<file path="src/hdl/lcm_pkg.sv">
// Constants and types shared by the logic cell design
// How it works
// RULE1: cell runs in one of three modes
// RULE2: seven inputs: four data, feedback, carry, cascade
// RULE3: register controls come from cluster-wide signals
// RULE4: normal table uses a, b, d and c-or-carry
// RULE5: normal table output may join cascade chain
// RULE6: packed register unless carry feeds the table
// RULE7: arithmetic uses sum table and carry table
// RULE8: cascade chain usable together with carry chain
// RULE9: arithmetic drives registered and unregistered result
// RULE10: counter enable and direction from a, b; the second cell (CFG_SECOND) ties both high
// RULE11: count table, carry table, load mux, clear AND
// RULE12: sync clear and load act cluster-wide
// RULE13: sync clear or load overrides cascade input
// RULE14: sync clear wins over sync load
// RULE15: two cluster clock enables, selectable per cell
// RULE16: first cell has register feedback selector
// RULE17: native async clear; preset and load emulated
// RULE18: optional chip-wide reset overrides all controls
// RULE19: preset registers go preset on chip reset
// RULE20: preset-load registers unknown after chip reset
// RULE21: cascade joins by AND, or OR by inversion
// RULE22: register acts as D, T, JK, SR or bypass
// RULE23: disabled clock enable holds and ignores sync
`default_nettype none
package lcm_pkg;
   typedef enum logic [1:0] {
      LCM_NORMAL,
      LCM_ARITH,
      LCM_COUNTER,
      LCM_MODE_SPARE
   } lcm_mode_e;
   typedef enum logic [2:0] {
      LCM_REG_D,
      LCM_REG_T,
      LCM_REG_JK,
      LCM_REG_SR,
      LCM_REG_BYPASS
   } lcm_reg_e;
   // Register offsets
   localparam logic [3:0]  ADDR_CFG   = 4'h0;
   localparam logic [3:0]  ADDR_MASK  = 4'h4;
   localparam logic [3:0]  ADDR_STAT  = 4'h8;
   // Configuration field positions
   localparam int          CFG_MODE_LO  = 0;
   localparam int          CFG_CSEL     = 2;
   localparam int          CFG_CAS_EN   = 3;
   localparam int          CFG_CAS_OR   = 4;
   localparam int          CFG_PACK     = 5;
   localparam int          CFG_CE_SEL   = 6;
   localparam int          CFG_REG_LO   = 7;
   localparam int          CFG_FB_SEL   = 10;
   localparam int          CFG_PRESET   = 11;
   localparam int          CFG_PLOAD    = 12;
   localparam int          CFG_CHIP_EN  = 13;
   localparam int          CFG_FIRST    = 14;
   localparam int          CFG_SECOND   = 15;
   // Status field positions
   localparam int          ST_Q        = 0;
   localparam int          ST_UNKNOWN  = 1;
   localparam int          ST_COMB     = 2;
   localparam int          ST_CARRY    = 3;
   localparam int          ST_CASCADE  = 4;
   // Reset values
   localparam logic [15:0] CFG_RST    = 16'h0000;
   localparam logic [15:0] MASK_RST   = 16'h0000;
   // Fixed counter tables, index {x2, x1, x0}
   localparam logic [7:0]  CNT_DATA   = 8'h6a;
   localparam logic [7:0]  CNT_CARRY  = 8'h84;
endpackage : lcm_pkg
`default_nettype wire

</file>
<file path="src/hdl/lcm_lut.sv">
// Look-up table of four inputs selecting one bit of a 16-bit mask
`default_nettype none
module lcm_lut (
   // Table contents and select
   input  wire logic [15:0] mask,
   input  wire logic [3:0]  sel,
   // Result
   output logic             y
);
   assign y = mask[sel];
endmodule : lcm_lut
`default_nettype wire

</file>
<file path="src/hdl/lcm_cascade.sv">
// Cascade stage joining a partial result with the chain
`default_nettype none
module lcm_cascade (
   // Chain inputs
   input  wire logic part_in,
   input  wire logic chain_in,
   input  wire logic enable,
   input  wire logic or_mode,
   // Chain output
   output logic      chain_out
);
   // OR is built from AND by inverting inputs and output
   always_comb begin
      if (!enable) begin
         chain_out = part_in;
      end else if (or_mode) begin
         chain_out = ~(~part_in & ~chain_in); // RULE21
      end else begin
         chain_out = part_in & chain_in; // RULE21
      end
   end
endmodule : lcm_cascade
`default_nettype wire

</file>
<file path="src/hdl/lcm_cell.sv">
// Logic cell: table, carry, cascade and programmable register
`default_nettype none
module lcm_cell (
   // Clock and reset
   input  wire logic        clk_sys,
   input  wire logic        rstn,
   // Register port
   input  wire logic [3:0]  addr,
   input  wire logic [15:0] wdata,
   input  wire logic        wr,
   input  wire logic        rd,
   output logic      [15:0] rdata,
   // Cluster routing data
   input  wire logic        data_in_a,
   input  wire logic        data_in_b,
   input  wire logic        data_in_c,
   input  wire logic        data_in_d,
   // Chains from the preceding cell
   input  wire logic        carry_in,
   input  wire logic        cascade_in, // RULE2
   // Cluster-wide register controls
   input  wire logic        clk_ena1,
   input  wire logic        clk_ena2,
   input  wire logic        async_clr,
   input  wire logic        async_load,
   input  wire logic        sync_clr,
   input  wire logic        sync_load,
   input  wire logic        chip_wide_reset_n,
   // Cell outputs
   output logic             comb_out,
   output logic             reg_out,
   output logic             carry_out,
   output logic             cascade_out
);
   // ***************************************************
   // Configuration registers
   // ***************************************************
   logic [15:0]        cfg_q;
   logic [15:0]        mask_q;
   logic [15:0]        rdata_q;
   lcm_pkg::lcm_mode_e mode;
   lcm_pkg::lcm_reg_e  rtype;
   logic               csel;
   logic               cas_en;
   logic               cas_or;
   logic               pack_en;
   logic               ce_sel;
   logic               fb_sel;
   logic               preset_em;
   logic               pload_em;
   logic               chip_en;
   logic               is_first;
   logic               is_second;

   always_ff @(posedge clk_sys) begin
      if (!rstn) begin
         cfg_q  <= lcm_pkg::CFG_RST;
         mask_q <= lcm_pkg::MASK_RST;
      end else if (wr) begin
         if (addr == lcm_pkg::ADDR_CFG) begin
            cfg_q <= wdata;
         end
         if (addr == lcm_pkg::ADDR_MASK) begin
            mask_q <= wdata;
         end
      end
   end

   assign mode      = lcm_pkg::lcm_mode_e'(
                      cfg_q[lcm_pkg::CFG_MODE_LO +: 2]); // RULE1
   assign rtype     = lcm_pkg::lcm_reg_e'(
                      cfg_q[lcm_pkg::CFG_REG_LO +: 3]);
   assign csel      = cfg_q[lcm_pkg::CFG_CSEL];
   assign cas_en    = cfg_q[lcm_pkg::CFG_CAS_EN];
   assign cas_or    = cfg_q[lcm_pkg::CFG_CAS_OR];
   assign pack_en   = cfg_q[lcm_pkg::CFG_PACK];
   assign ce_sel    = cfg_q[lcm_pkg::CFG_CE_SEL];
   assign fb_sel    = cfg_q[lcm_pkg::CFG_FB_SEL];
   assign preset_em = cfg_q[lcm_pkg::CFG_PRESET];
   assign pload_em  = cfg_q[lcm_pkg::CFG_PLOAD];
   assign chip_en   = cfg_q[lcm_pkg::CFG_CHIP_EN];
   assign is_first  = cfg_q[lcm_pkg::CFG_FIRST];
   assign is_second = cfg_q[lcm_pkg::CFG_SECOND];

   // ***************************************************
   // Table input routing per mode
   // ***************************************************
   logic        s_q;
   logic        unk_q;
   logic        q;
   logic        fb_c;
   logic        cnt_en;
   logic        cnt_up;
   logic [15:0] mask_main;
   logic [15:0] mask_cy;
   logic [3:0]  sel_main;
   logic [3:0]  sel_cy;
   logic        y_main;
   logic        y_cy;

   // Stored bit is inverted for emulated preset
   assign q = s_q ^ preset_em; // RULE17

   // First cell may take its own register as input c
   assign fb_c = (is_first && fb_sel) ? q : data_in_c; // RULE16

   // Second cell has no a/b control path
   assign cnt_en = is_second ? 1'b1 : data_in_a; // RULE10
   assign cnt_up = is_second ? 1'b1 : data_in_b; // RULE10

   always_comb begin
      mask_main = mask_q;
      mask_cy   = {8'h00, mask_q[15:8]};
      sel_main  = 4'h0;
      sel_cy    = 4'h0;
      case (mode)
         lcm_pkg::LCM_NORMAL: begin
            sel_main = {csel ? carry_in : fb_c, data_in_d,
                        data_in_b, data_in_a}; // RULE4
         end
         lcm_pkg::LCM_ARITH: begin
            sel_main = {1'b0, carry_in, data_in_b,
                        data_in_a}; // RULE7
            sel_cy   = {1'b0, carry_in, data_in_b,
                        data_in_a}; // RULE7
         end
         lcm_pkg::LCM_COUNTER: begin
            mask_main = {8'h00, lcm_pkg::CNT_DATA}; // RULE11
            mask_cy   = {8'h00, lcm_pkg::CNT_CARRY}; // RULE11
            sel_main  = {1'b0, cnt_en, carry_in, q};
            sel_cy    = {1'b0, cnt_up, carry_in, q};
         end
         default: begin
            sel_main = 4'h0;
         end
      endcase
   end

   lcm_lut u_lut_main (
      .mask (mask_main),
      .sel  (sel_main),
      .y    (y_main)
   );

   lcm_lut u_lut_carry (
      .mask (mask_cy),
      .sel  (sel_cy),
      .y    (y_cy)
   );

   // ***************************************************
   // Carry and cascade chains
   // ***************************************************
   logic cas_res;
   logic carry_used;

   // Carry chain runs beside cascade in arithmetic and counter modes; normal mode ties carry_out low
   assign carry_out = (mode == lcm_pkg::LCM_NORMAL) ?
                      1'b0 : y_cy; // RULE7 RULE8

   lcm_cascade u_cascade (
      .part_in   (y_main),
      .chain_in  (cascade_in),
      .enable    (cas_en),
      .or_mode   (cas_or),
      .chain_out (cas_res)
   );

   assign cascade_out = cas_res; // RULE5 RULE8

   // Packing is lost when carry occupies the c input
   assign carry_used = (mode == lcm_pkg::LCM_NORMAL) && csel;

   // ***************************************************
   // Register data path
   // ***************************************************
   logic ce;
   logic pack;
   logic d_src;
   logic jk_k;
   logic d_fn;
   logic d_sync;

   assign ce = ce_sel ? clk_ena2 : clk_ena1; // RULE15

   assign pack = pack_en && !carry_used &&
                 (mode == lcm_pkg::LCM_NORMAL); // RULE6

   // Packed register takes an unrelated input
   assign d_src = pack ? data_in_d : cas_res; // RULE6
   assign jk_k  = data_in_c;

   always_comb begin
      case (rtype)
         lcm_pkg::LCM_REG_D: begin
            d_fn = d_src; // RULE22
         end
         lcm_pkg::LCM_REG_T: begin
            d_fn = q ^ d_src; // RULE22
         end
         lcm_pkg::LCM_REG_JK: begin
            d_fn = (d_src & ~q) | (~jk_k & q); // RULE22
         end
         lcm_pkg::LCM_REG_SR: begin
            d_fn = d_src | (~jk_k & q); // RULE22
         end
         default: begin
            d_fn = q;
         end
      endcase
      if (mode == lcm_pkg::LCM_COUNTER) begin
         d_fn = cas_res;
      end
   end

   // Load mux then clear AND, both over the register function value d_fn
   assign d_sync = (sync_load ? data_in_c : d_fn) &
                   ~sync_clr; // RULE11 RULE12 RULE13 RULE14

   // ***************************************************
   // Programmable register
   // ***************************************************
   logic chip_rst;
   logic aload_act;

   assign chip_rst  = chip_en && !chip_wide_reset_n;
   assign aload_act = pload_em && async_load;

   // Controls are shared by the whole cluster
   always_ff @(posedge clk_sys) begin // RULE3
      if (!rstn) begin
         s_q <= 1'b0;
      end else if (chip_rst) begin
         s_q <= 1'b0; // RULE18 RULE19
      end else if (async_clr) begin
         s_q <= 1'b0; // RULE17
      end else if (aload_act) begin
         s_q <= data_in_c ^ preset_em; // RULE17
      end else if (ce) begin
         s_q <= d_sync ^ preset_em; // RULE23
      end
   end

   // Emulated preset-load state is not trusted until written
   always_ff @(posedge clk_sys) begin
      if (!rstn) begin
         unk_q <= 1'b1;
      end else if (chip_rst) begin
         unk_q <= pload_em; // RULE20
      end else if (!pload_em) begin
         unk_q <= 1'b0;
      end else if (aload_act || ce || async_clr) begin
         unk_q <= 1'b0; // RULE20
      end
   end

   // Output stage
   assign comb_out = cas_res; // RULE9
   assign reg_out  = (rtype == lcm_pkg::LCM_REG_BYPASS) ?
                     cas_res : q; // RULE9 RULE22

   // ***************************************************
   // Register read port
   // ***************************************************
   always_ff @(posedge clk_sys) begin
      if (!rstn) begin
         rdata_q <= 16'h0000;
      end else if (rd) begin
         case (addr)
            lcm_pkg::ADDR_CFG: begin
               rdata_q <= cfg_q;
            end
            lcm_pkg::ADDR_MASK: begin
               rdata_q <= mask_q;
            end
            lcm_pkg::ADDR_STAT: begin
               rdata_q <= {11'h000, cas_res, carry_out,
                           comb_out, unk_q, q};
            end
            default: begin
               rdata_q <= 16'h0000;
            end
         endcase
      end else begin
         rdata_q <= 16'h0000;
      end
   end

   assign rdata = rdata_q;

   // ***************************************************
   // Assertions
   // ***************************************************
   logic no_async;
   assign no_async = !chip_rst && !async_clr && !aload_act;

   AST_CHIP_RST: assert property (@(posedge clk_sys) // RULE18
      disable iff (!rstn) chip_rst |=> (s_q == 1'b0))
      else $error("chip reset did not clear register");

   AST_PRESET_RST: assert property (@(posedge clk_sys) // RULE19
      disable iff (!rstn)
      (chip_rst && preset_em && $stable(cfg_q)) ##1
      $stable(cfg_q) |-> reg_out || rtype ==
      lcm_pkg::LCM_REG_BYPASS)
      else $error("preset register not preset by chip reset");

   AST_CLR_WINS: assert property (@(posedge clk_sys) // RULE14
      disable iff (!rstn)
      (no_async && ce && sync_clr && sync_load) |=>
      (s_q == $past(preset_em)))
      else $error("sync load beat sync clear");

   AST_HOLD: assert property (@(posedge clk_sys) // RULE23
      disable iff (!rstn)
      (no_async && !ce) |=> $stable(s_q))
      else $error("register changed while disabled");

   AST_LOAD: assert property (@(posedge clk_sys) // RULE13
      disable iff (!rstn)
      (no_async && ce && sync_load && !sync_clr) |=>
      (s_q == ($past(data_in_c) ^ $past(preset_em))))
      else $error("sync load value wrong");

   AST_ACLR: assert property (@(posedge clk_sys) // RULE17
      disable iff (!rstn)
      (!chip_rst && async_clr) |=> !s_q)
      else $error("async clear missed");

   AST_UNKNOWN: assert property (@(posedge clk_sys) // RULE20
      disable iff (!rstn)
      (chip_rst && pload_em) |=> unk_q)
      else $error("unknown flag not raised");

   AST_CNT_CARRY: assert property (@(posedge clk_sys) // RULE11
      disable iff (!rstn) (mode == lcm_pkg::LCM_COUNTER) |->
      carry_out == (carry_in & (cnt_up ? q : ~q)))
      else $error("counter carry wrong");

   AST_PACK: assert property (@(posedge clk_sys) // RULE6
      disable iff (!rstn)
      (no_async && ce && carry_used && pack_en && !sync_clr &&
      !sync_load && rtype == lcm_pkg::LCM_REG_D) |=>
      (s_q == ($past(cas_res) ^ $past(preset_em))))
      else $error("packing used with carry input");

   COV_COUNT: cover property (@(posedge clk_sys)
      disable iff (!rstn)
      mode == lcm_pkg::LCM_COUNTER && ce && cnt_en ##1
      ce && cnt_en);
   COV_ARITH: cover property (@(posedge clk_sys)
      disable iff (!rstn)
      mode == lcm_pkg::LCM_ARITH && carry_out && cas_en);
   COV_CHIP: cover property (@(posedge clk_sys)
      disable iff (!rstn) chip_rst && preset_em);
endmodule : lcm_cell
`default_nettype wire

</file>
<file path="config.mk">
export PLATFORM = sky130hd
export DESIGN_NAME = lcm_cell
export DESIGN_NICKNAME = d
export VERILOG_FILES = /design/src/hdl/lcm_pkg.sv /design/src/hdl/lcm_lut.sv /design/src/hdl/lcm_cascade.sv /design/src/hdl/lcm_cell.sv
export SDC_FILE = /design/constraint.sdc
export NUM_CORES = 1
export LEC_CHECK = 0
export ABC_AREA = 1
export BUFFER_PORTS_ARGS = -buffer_cell sky130_fd_sc_hd__buf_2
export CAP_MARGIN = 20
export CORE_MARGIN = 2
export CORE_UTILIZATION = 51
export CTS_CLUSTER_DIAMETER = 200
export CTS_CLUSTER_SIZE = 12
export DETAILED_ROUTE_END_ITERATION = 8
export PLACE_DENSITY_LB_ADDON = 0.12
export SYNTH_ARGS = -nofsm -noshare
export SYNTH_HDL_FRONTEND = slang
export SYNTH_HIERARCHICAL = 1
export SYNTH_SLANG_ARGS = --single-unit
</file>
<file path="constraint.sdc">
create_clock -name clk_sys -period 3.9 [get_ports clk_sys]
set_input_delay 0.39 -clock clk_sys [delete_from_list [all_inputs] [get_ports clk_sys]]
set_output_delay 0.39 -clock clk_sys [all_outputs]
set_load 0.03 [all_outputs]
</file>
# [After elaboration in Yosys (flattened, before gate mapping)]
# Cells that the tools add are included.
[classes] bitwise=18 eq_ne=9 order_cmp=2 n_mux=27 reduce_logical=18
[op_table] operator="$pmux W16 S3" n=1
[op_table] operator="$mux W1" n=19
[op_table] operator="$mux W16" n=1
[op_table] operator="$pmux W4 S3" n=1
[op_table] operator="$bmux W1 S4" n=2
[op_table] operator="$mux W8" n=1
[op_table] operator="$not A1 Y1" n=7
[op_table] operator="$eq A3 B2 Y1 const B" n=2
[op_table] operator="$logic_and A1 B1 Y1" n=6
[op_table] operator="$pmux W3 S2" n=1
[op_table] operator="$reduce_and A2 Y1" n=3
[op_table] operator="$and A1 B1 Y1" n=5
[op_table] operator="$lt A3 B5 Y1 const B" n=1
[op_table] operator="$lt A4 B5 Y1 const B" n=1
[op_table] operator="$eq A4 B3 Y1 const B" n=1
[op_table] operator="$eq A4 B4 Y1 const B" n=1
[op_table] operator="$logic_not A4 Y1" n=1
[op_table] operator="$pmux W1 S4" n=1
[op_table] operator="$xor A1 B1 Y1" n=4
[op_table] operator="$eq A3 B1 Y1 const B" n=1
[op_table] operator="$eq A3 B3 Y1 const B" n=1
[op_table] operator="$logic_not A3 Y1" n=1
[op_table] operator="$ne A3 B1 Y1 const B" n=1
[op_table] operator="$reduce_or A3 Y1" n=1
[op_table] operator="other kinds (7)" n=10
[word_totals] inputBits=37 ff_bits=50 wordCells=79 output_inout_bits=20

# [Logic depth before layout (Yosys ltp)]
[logic_depth] depth_word=21 ltp_mapped=37 ltp_nobuf=35

# [Hierarchy]
# The synthesis kept the hierarchy.
[modules_own_cells] module="lcm_cell" area_each_um2=2326.0 instances=1 seq_area_each_um2=1001.0 cells_each=331
[modules_own_cells] module="lcm_lut" area_each_um2=230.2 instances=2 seq_area_each_um2=0.0 cells_each=50
[modules_own_cells] module="lcm_cascade" area_each_um2=33.8 instances=1 seq_area_each_um2=0.0 cells_each=9

# [Worst setup path after synthesis]
# OpenSTA, ideal clock, no wires.
[synth_path] path_kind="register -> register" startpoint="register cfg_q[0]" endpoint="register s_q" setup_ps=117 n_path_buf=2 arrival_time_ps=3275 setup_slack_ps=508 stages_incl_launch_ff=37 t_required_ps=3783 path_cell_list="dfxtp_1 inv_1 ha_1 clkbuf_1 inv_2 o21ai_0 inv_1 nand2_1 nand2_1 inv_1 buf_6 inv_8 nand2_2 nand2_1 nand2_1 nand3_1 nand3_1 nand2_1 inv_1 nand2_1 nand2_1 nand2_1 inv_1 nand2_1 and2_1 ha_1 inv_1 nand3_1 nand3_1 nor2_1 nand2_1 nand2_1 nand2_1 nand2_1 a21oi_1 nor2_1 nor2_1"
[synth_between] elab_chain_cells=19 elab_cells_between_ends=29 classes_between="eq/ne: 2; mux: 12; bitwise: 10; reduce/logical: 5"
[synth_rtl] element="start: declaration" line="lcm_cell.sv:38" text="logic [15:0] cfg_q;"
[synth_rtl] element="start signal: assignment" line="lcm_cell.sv:57" text="cfg_q <= lcm_pkg::CFG_RST;"
[synth_rtl] element="start signal: assignment" line="lcm_cell.sv:61" text="cfg_q <= wdata;"
[synth_rtl] element="$eq A2 B2 Y1, or another cell as far along" line="lcm_cell.sv:116" text="case (mode)"
[synth_rtl] element="$pmux W4 S3 (*)" line="lcm_cell.sv:116"
[synth_rtl] element="via sel_main[0]" line="lcm_cell.sv:96" text="logic [3:0] sel_main;"
[synth_rtl] element="$bmux W1 S4 (*)" line="lcm_lut.sv:10" text="assign y = mask[sel];"
[synth_rtl] element="$mux W1 (implied by the code) (*)" line="lcm_lut.sv:10"
[synth_rtl] element="via y_main" line="lcm_cell.sv:98" text="logic y_main;"
[synth_rtl] element="$not A1 Y1" line="lcm_cascade.sv:17" text="chain_out = ~(~part_in & ~chain_in);"
[synth_rtl] element="$and A1 B1 Y1" line="lcm_cascade.sv:17"
[synth_rtl] element="[3 not listed]"
[synth_rtl] element="via cascade_out" line="lcm_cell.sv:33" text="output logic cascade_out"
[synth_rtl] element="[2 not listed]"
[synth_rtl] element="$or A1 B1 Y1" line="lcm_cell.sv:202" text="d_fn = (d_src & ~q) | (~jk_k & q);"
[synth_rtl] element="$pmux W1 S4" line="lcm_cell.sv:194" text="case (rtype)"
[synth_rtl] element="$mux W1 (*)" line="lcm_cell.sv:211" text="if (mode == lcm_pkg::LCM_COUNTER) begin"
[synth_rtl] element="$mux W1 (*)" line="lcm_cell.sv:217" text="assign d_sync = (sync_load ? data_in_c : d_fn) &"
[synth_rtl] element="$and A1 B1 Y1 (*)" line="lcm_cell.sv:217"
[synth_rtl] element="$xor A1 B1 Y1 (*)" line="lcm_cell.sv:240" text="s_q <= d_sync ^ preset_em;"
[synth_rtl] element="$mux W1 (*)" line="lcm_cell.sv:239" text="end else if (ce) begin"
[synth_rtl] element="$mux W1 (*)" line="lcm_cell.sv:237" text="end else if (aload_act) begin"
[synth_rtl] element="end signal: assignment" line="lcm_cell.sv:238" text="s_q <= data_in_c ^ preset_em;"
[synth_rtl] element="end signal: assignment" line="lcm_cell.sv:240"
[synth_rtl] element="end: declaration" line="lcm_cell.sv:88" text="logic s_q;"
# The timed path passes the listed nets; every way through them passes the cells marked *. The select of a mux whose other input is x is not followed.
# A chain may end at the register's enable or synchronous reset.

# [Worst setup path in the final report]
[layout_path] startpoint="register cfg_q[0]" endpoint="register s_q"
[layout_between] elab_chain_cells=19 elab_cells_between_ends=29 classes_between="eq/ne: 2; mux: 12; bitwise: 10; reduce/logical: 5"
[layout_rtl] element="$eq A2 B2 Y1, or another cell as far along" line="lcm_cell.sv:116"
[layout_rtl] element="$pmux W4 S3 (*)" line="lcm_cell.sv:116"
[layout_rtl] element="via sel_main[1]" line="lcm_cell.sv:96"
[layout_rtl] element="$bmux W1 S4 (*)" line="lcm_lut.sv:10"
[layout_rtl] element="$mux W1 (implied by the code) (*)" line="lcm_lut.sv:10"
[layout_rtl] element="via y_main" line="lcm_cell.sv:98"
[layout_rtl] element="$not A1 Y1" line="lcm_cascade.sv:17"
[layout_rtl] element="$and A1 B1 Y1" line="lcm_cascade.sv:17"
[layout_rtl] element="[5 not listed]"
[layout_rtl] element="$or A1 B1 Y1" line="lcm_cell.sv:202"
[layout_rtl] element="$pmux W1 S4" line="lcm_cell.sv:194"
[layout_rtl] element="$mux W1 (*)" line="lcm_cell.sv:211"
[layout_rtl] element="$mux W1 (*)" line="lcm_cell.sv:217"
[layout_rtl] element="$and A1 B1 Y1 (*)" line="lcm_cell.sv:217"
[layout_rtl] element="$xor A1 B1 Y1 (*)" line="lcm_cell.sv:240"
[layout_rtl] element="$mux W1 (*)" line="lcm_cell.sv:239"
[layout_rtl] element="$mux W1 (*)" line="lcm_cell.sv:237"
# Marks and branches as above.

==> out/summary.txt <==
core box area = 5440 µm²
WP data arrival = 3.64 ns
Post-Route WL = 7510 µm
switching share of power = 29.0%
P_int = 698 µW
CP Capture Type = flip-flop
setup_tns = 0 ns
Cells after Synth = 440
Power Dens Cells = 303 nW/µm²
footprint of the multi-input gates = 1370 µm²
clk sink count = 50
measured slew at the worst slew-check pin = 0.895 ns
first-pass GRT wire length = 12,400 µm
initial cell density of the core = 51.9%
Die Area = 6140 µm²
final hold viol count = 0
clk slew on worst S/H paths = 0.09 ns
Skew-Pair Late Insertion Delay = 0.30 ns
met3 WL post-DR = 520 µm
clock share of power = 30.9%
filler cell count = 559
DRT met1 WL = 3490 µm
Psw = 285 µW
outcome = finished, final reports clean
top post-synthesis cells by area = dfxtp_1, inv_1, nand2_1
Register Area = 1000 µm²
first drt pass iteration count = 5
Leakage Power = 0.00153 µW
Clock Tree Buf Depth = 2
post-synthesis sequential area ratio = 35.5%
worst clock skew = 0.00761 ns
synth-to-layout area growth = 15.2%
fmax = 292 MHz
share of power burned in registers = 53.3%
RD Place Congestion = 0.964
CTS tree = yes
ANT cells = 0
Yosys top cell by area = dfxtp_1
fin crit period = 3.43 ns
Slew Viols, Final = 0
area of the mapped netlist = 2820 µm²
Slew HR = 40.1%
DRC = 0
final period utilization = 88.0%
total CTS buffers = 5
Gate power share = 15.8%
crit start category = flip-flop
RSZ-0062 raised after global routing = no
max-cap check violation count = 0
DR iter-0 viols = 183
routed wl met2 = 3300 µm
all-layer global routing usage = 25.6%
via density per instance = 5.01
post-CTS setup buffer count = 0
slowest cell on the critical path = dfxtp_1
worst-path fanout max = 16
r2r setup slk = 0.47 ns
via count = 2,858
final instance area = 3250 µm²
post-route ant nets = 0
drt wl/cell = 13.2 µm
Final HPWL DP = 5710 µm
placed cell area = 3150 µm²
H-tree levels = 2
Avg Synthesized Cell Area = 6.41 µm²
Die Height = 78.4 µm
Setup-failing EPs final = 0
Worst Hold Class = input port to flip-flop
Highest Signal Layer = met4
vias in the first global route = 2,738
Root Buffer = clkbuf_8
Critical Path RT = 4.11 ns
CTS resizes = 0
#FFs+latches synth = 50
port bufs = 56
top-area cell type share of the netlist area = 35.5%
slowest cell delay on critical path = 0.34 ns
critical path class = flip-flop to flip-flop
GRT overflow = 0
layout cells sized above 1 = 18.5%
antenna violations before repair = 0
crit-path most repeated cell = nand2_1
yosys warns = 6
fin nets = 540
row count = 27
VDD IR max = 208 µV
Post-CTS Hold Buffers = 0
chip width = 78.4 µm
IO Pins = 57
distinct cell type count after synthesis = 32
largest net degree at the start of global routing = 36
-- sequential cells by signal (all words and copies together) (netlist names) --
signal	cells
cfg_q	16
unk_q	1
s_q	1
rdata	16
mask_q	16
-- power by group through the flow --
stage               registers, µW  logic, µW  clock network (µW)
floorplan                     535        108                   0
global placement              535        152                   0
detailed placement            536        153                   0
CTS                           524        153                 307
global route                  525        178                 324
finish                        524        155                 304
-- area by class of cell --
cell class,count,area share [%]
inverter,102,12.2
tap,72,2.77
sequential,50,30.8
timing repair buffer,59,9.55
multi-input combinational,280,42.1
clock inverter,2,0.424
clock buffer,5,2.12
-- kinds of logic after synthesis --
kind of cell	after synthesis	share of synthesized area [%]
simple gates	169	26.2
buf+inv	119	17.3
compound gates	95	18.4
flops	50	35.5
fa+ha+maj	5	2.22
xor+xnor	1	0.311
other cells	1	0.133
-- routing by layer --
metal	vias to the layer above	global-route usage, %
met3	17	5.63
met1	1249	32.7
li1	1480	-
met5	-	0
met2	112	42.5
met4	0	9.47
-- synth_stat cells, drive strengths merged --
cell type and count:
nor3b 2, a22oi 1, o21ai 39, a22o 1, a21oi 36, and2 1
nand2 95, nor2 33, a211oi 1, ha 5, nand3 34, nor3 2
nand4 2, clkbuf 8, o221ai 5, dfxtp 50, buf 9, a31oi 1
inv 102, xnor2 1, conb 1, o22ai 11
-- layout by cell type (no fill, tap or decap), types with 2 or more instances in the layout --
cell type,instances
nor2_2,2
o22ai_1,11
nand2_1,83
nor2_1,31
nand2_2,12
inv_1,92
clkbuf_8,5
ha_1,5
o21ai_1,11
nand4_1,2
conb_1,10
inv_8,2
dfxtp_1,50
o221ai_1,5
nand3_1,33
buf_4,2
o21ai_0,28
inv_2,8
buf_2,56
a21oi_1,36
nor3b_1,2
-- critical path, delay by kind of cell (launching register included) --
| family | cells | cell delay, ns |
|---|---|---|
| fa+ha+maj | 2 | 0.45 |
| compound gates | 2 | 0.23 |
| buf+inv | 8 | 0.85 |
| simple gates | 20 | 1.45 |
| flops | 1 | 0.34 |
-- path summary, 6_finish.rpt --
path	start	to	cells past startpoint
worst min register to register	cfg_q[4]	cfg_q[4]	2
worst max register to register	cfg_q[0]	s_q	32
worst max-delay path	cfg_q[0]	s_q	32
worst min-delay path	wdata[7]	cfg_q[7]	3
-- through the flow --
stage                     total power [µW]  hold WS [ns]  cells  utilization [%]  setup slack, ns
final                                  983         0.356    570             59.7            0.470
after global routing                  1030         0.380    570             59.7           0.0706
after CTS                              984         0.358    569             59.4            0.517
after detailed placement               689         0.469    562             57.9            0.536
after global placement                 687         0.459    562             57.9            0.626
after floorplan                        643         0.445    449                -            0.508
Power figures use the tool's default switching activity.
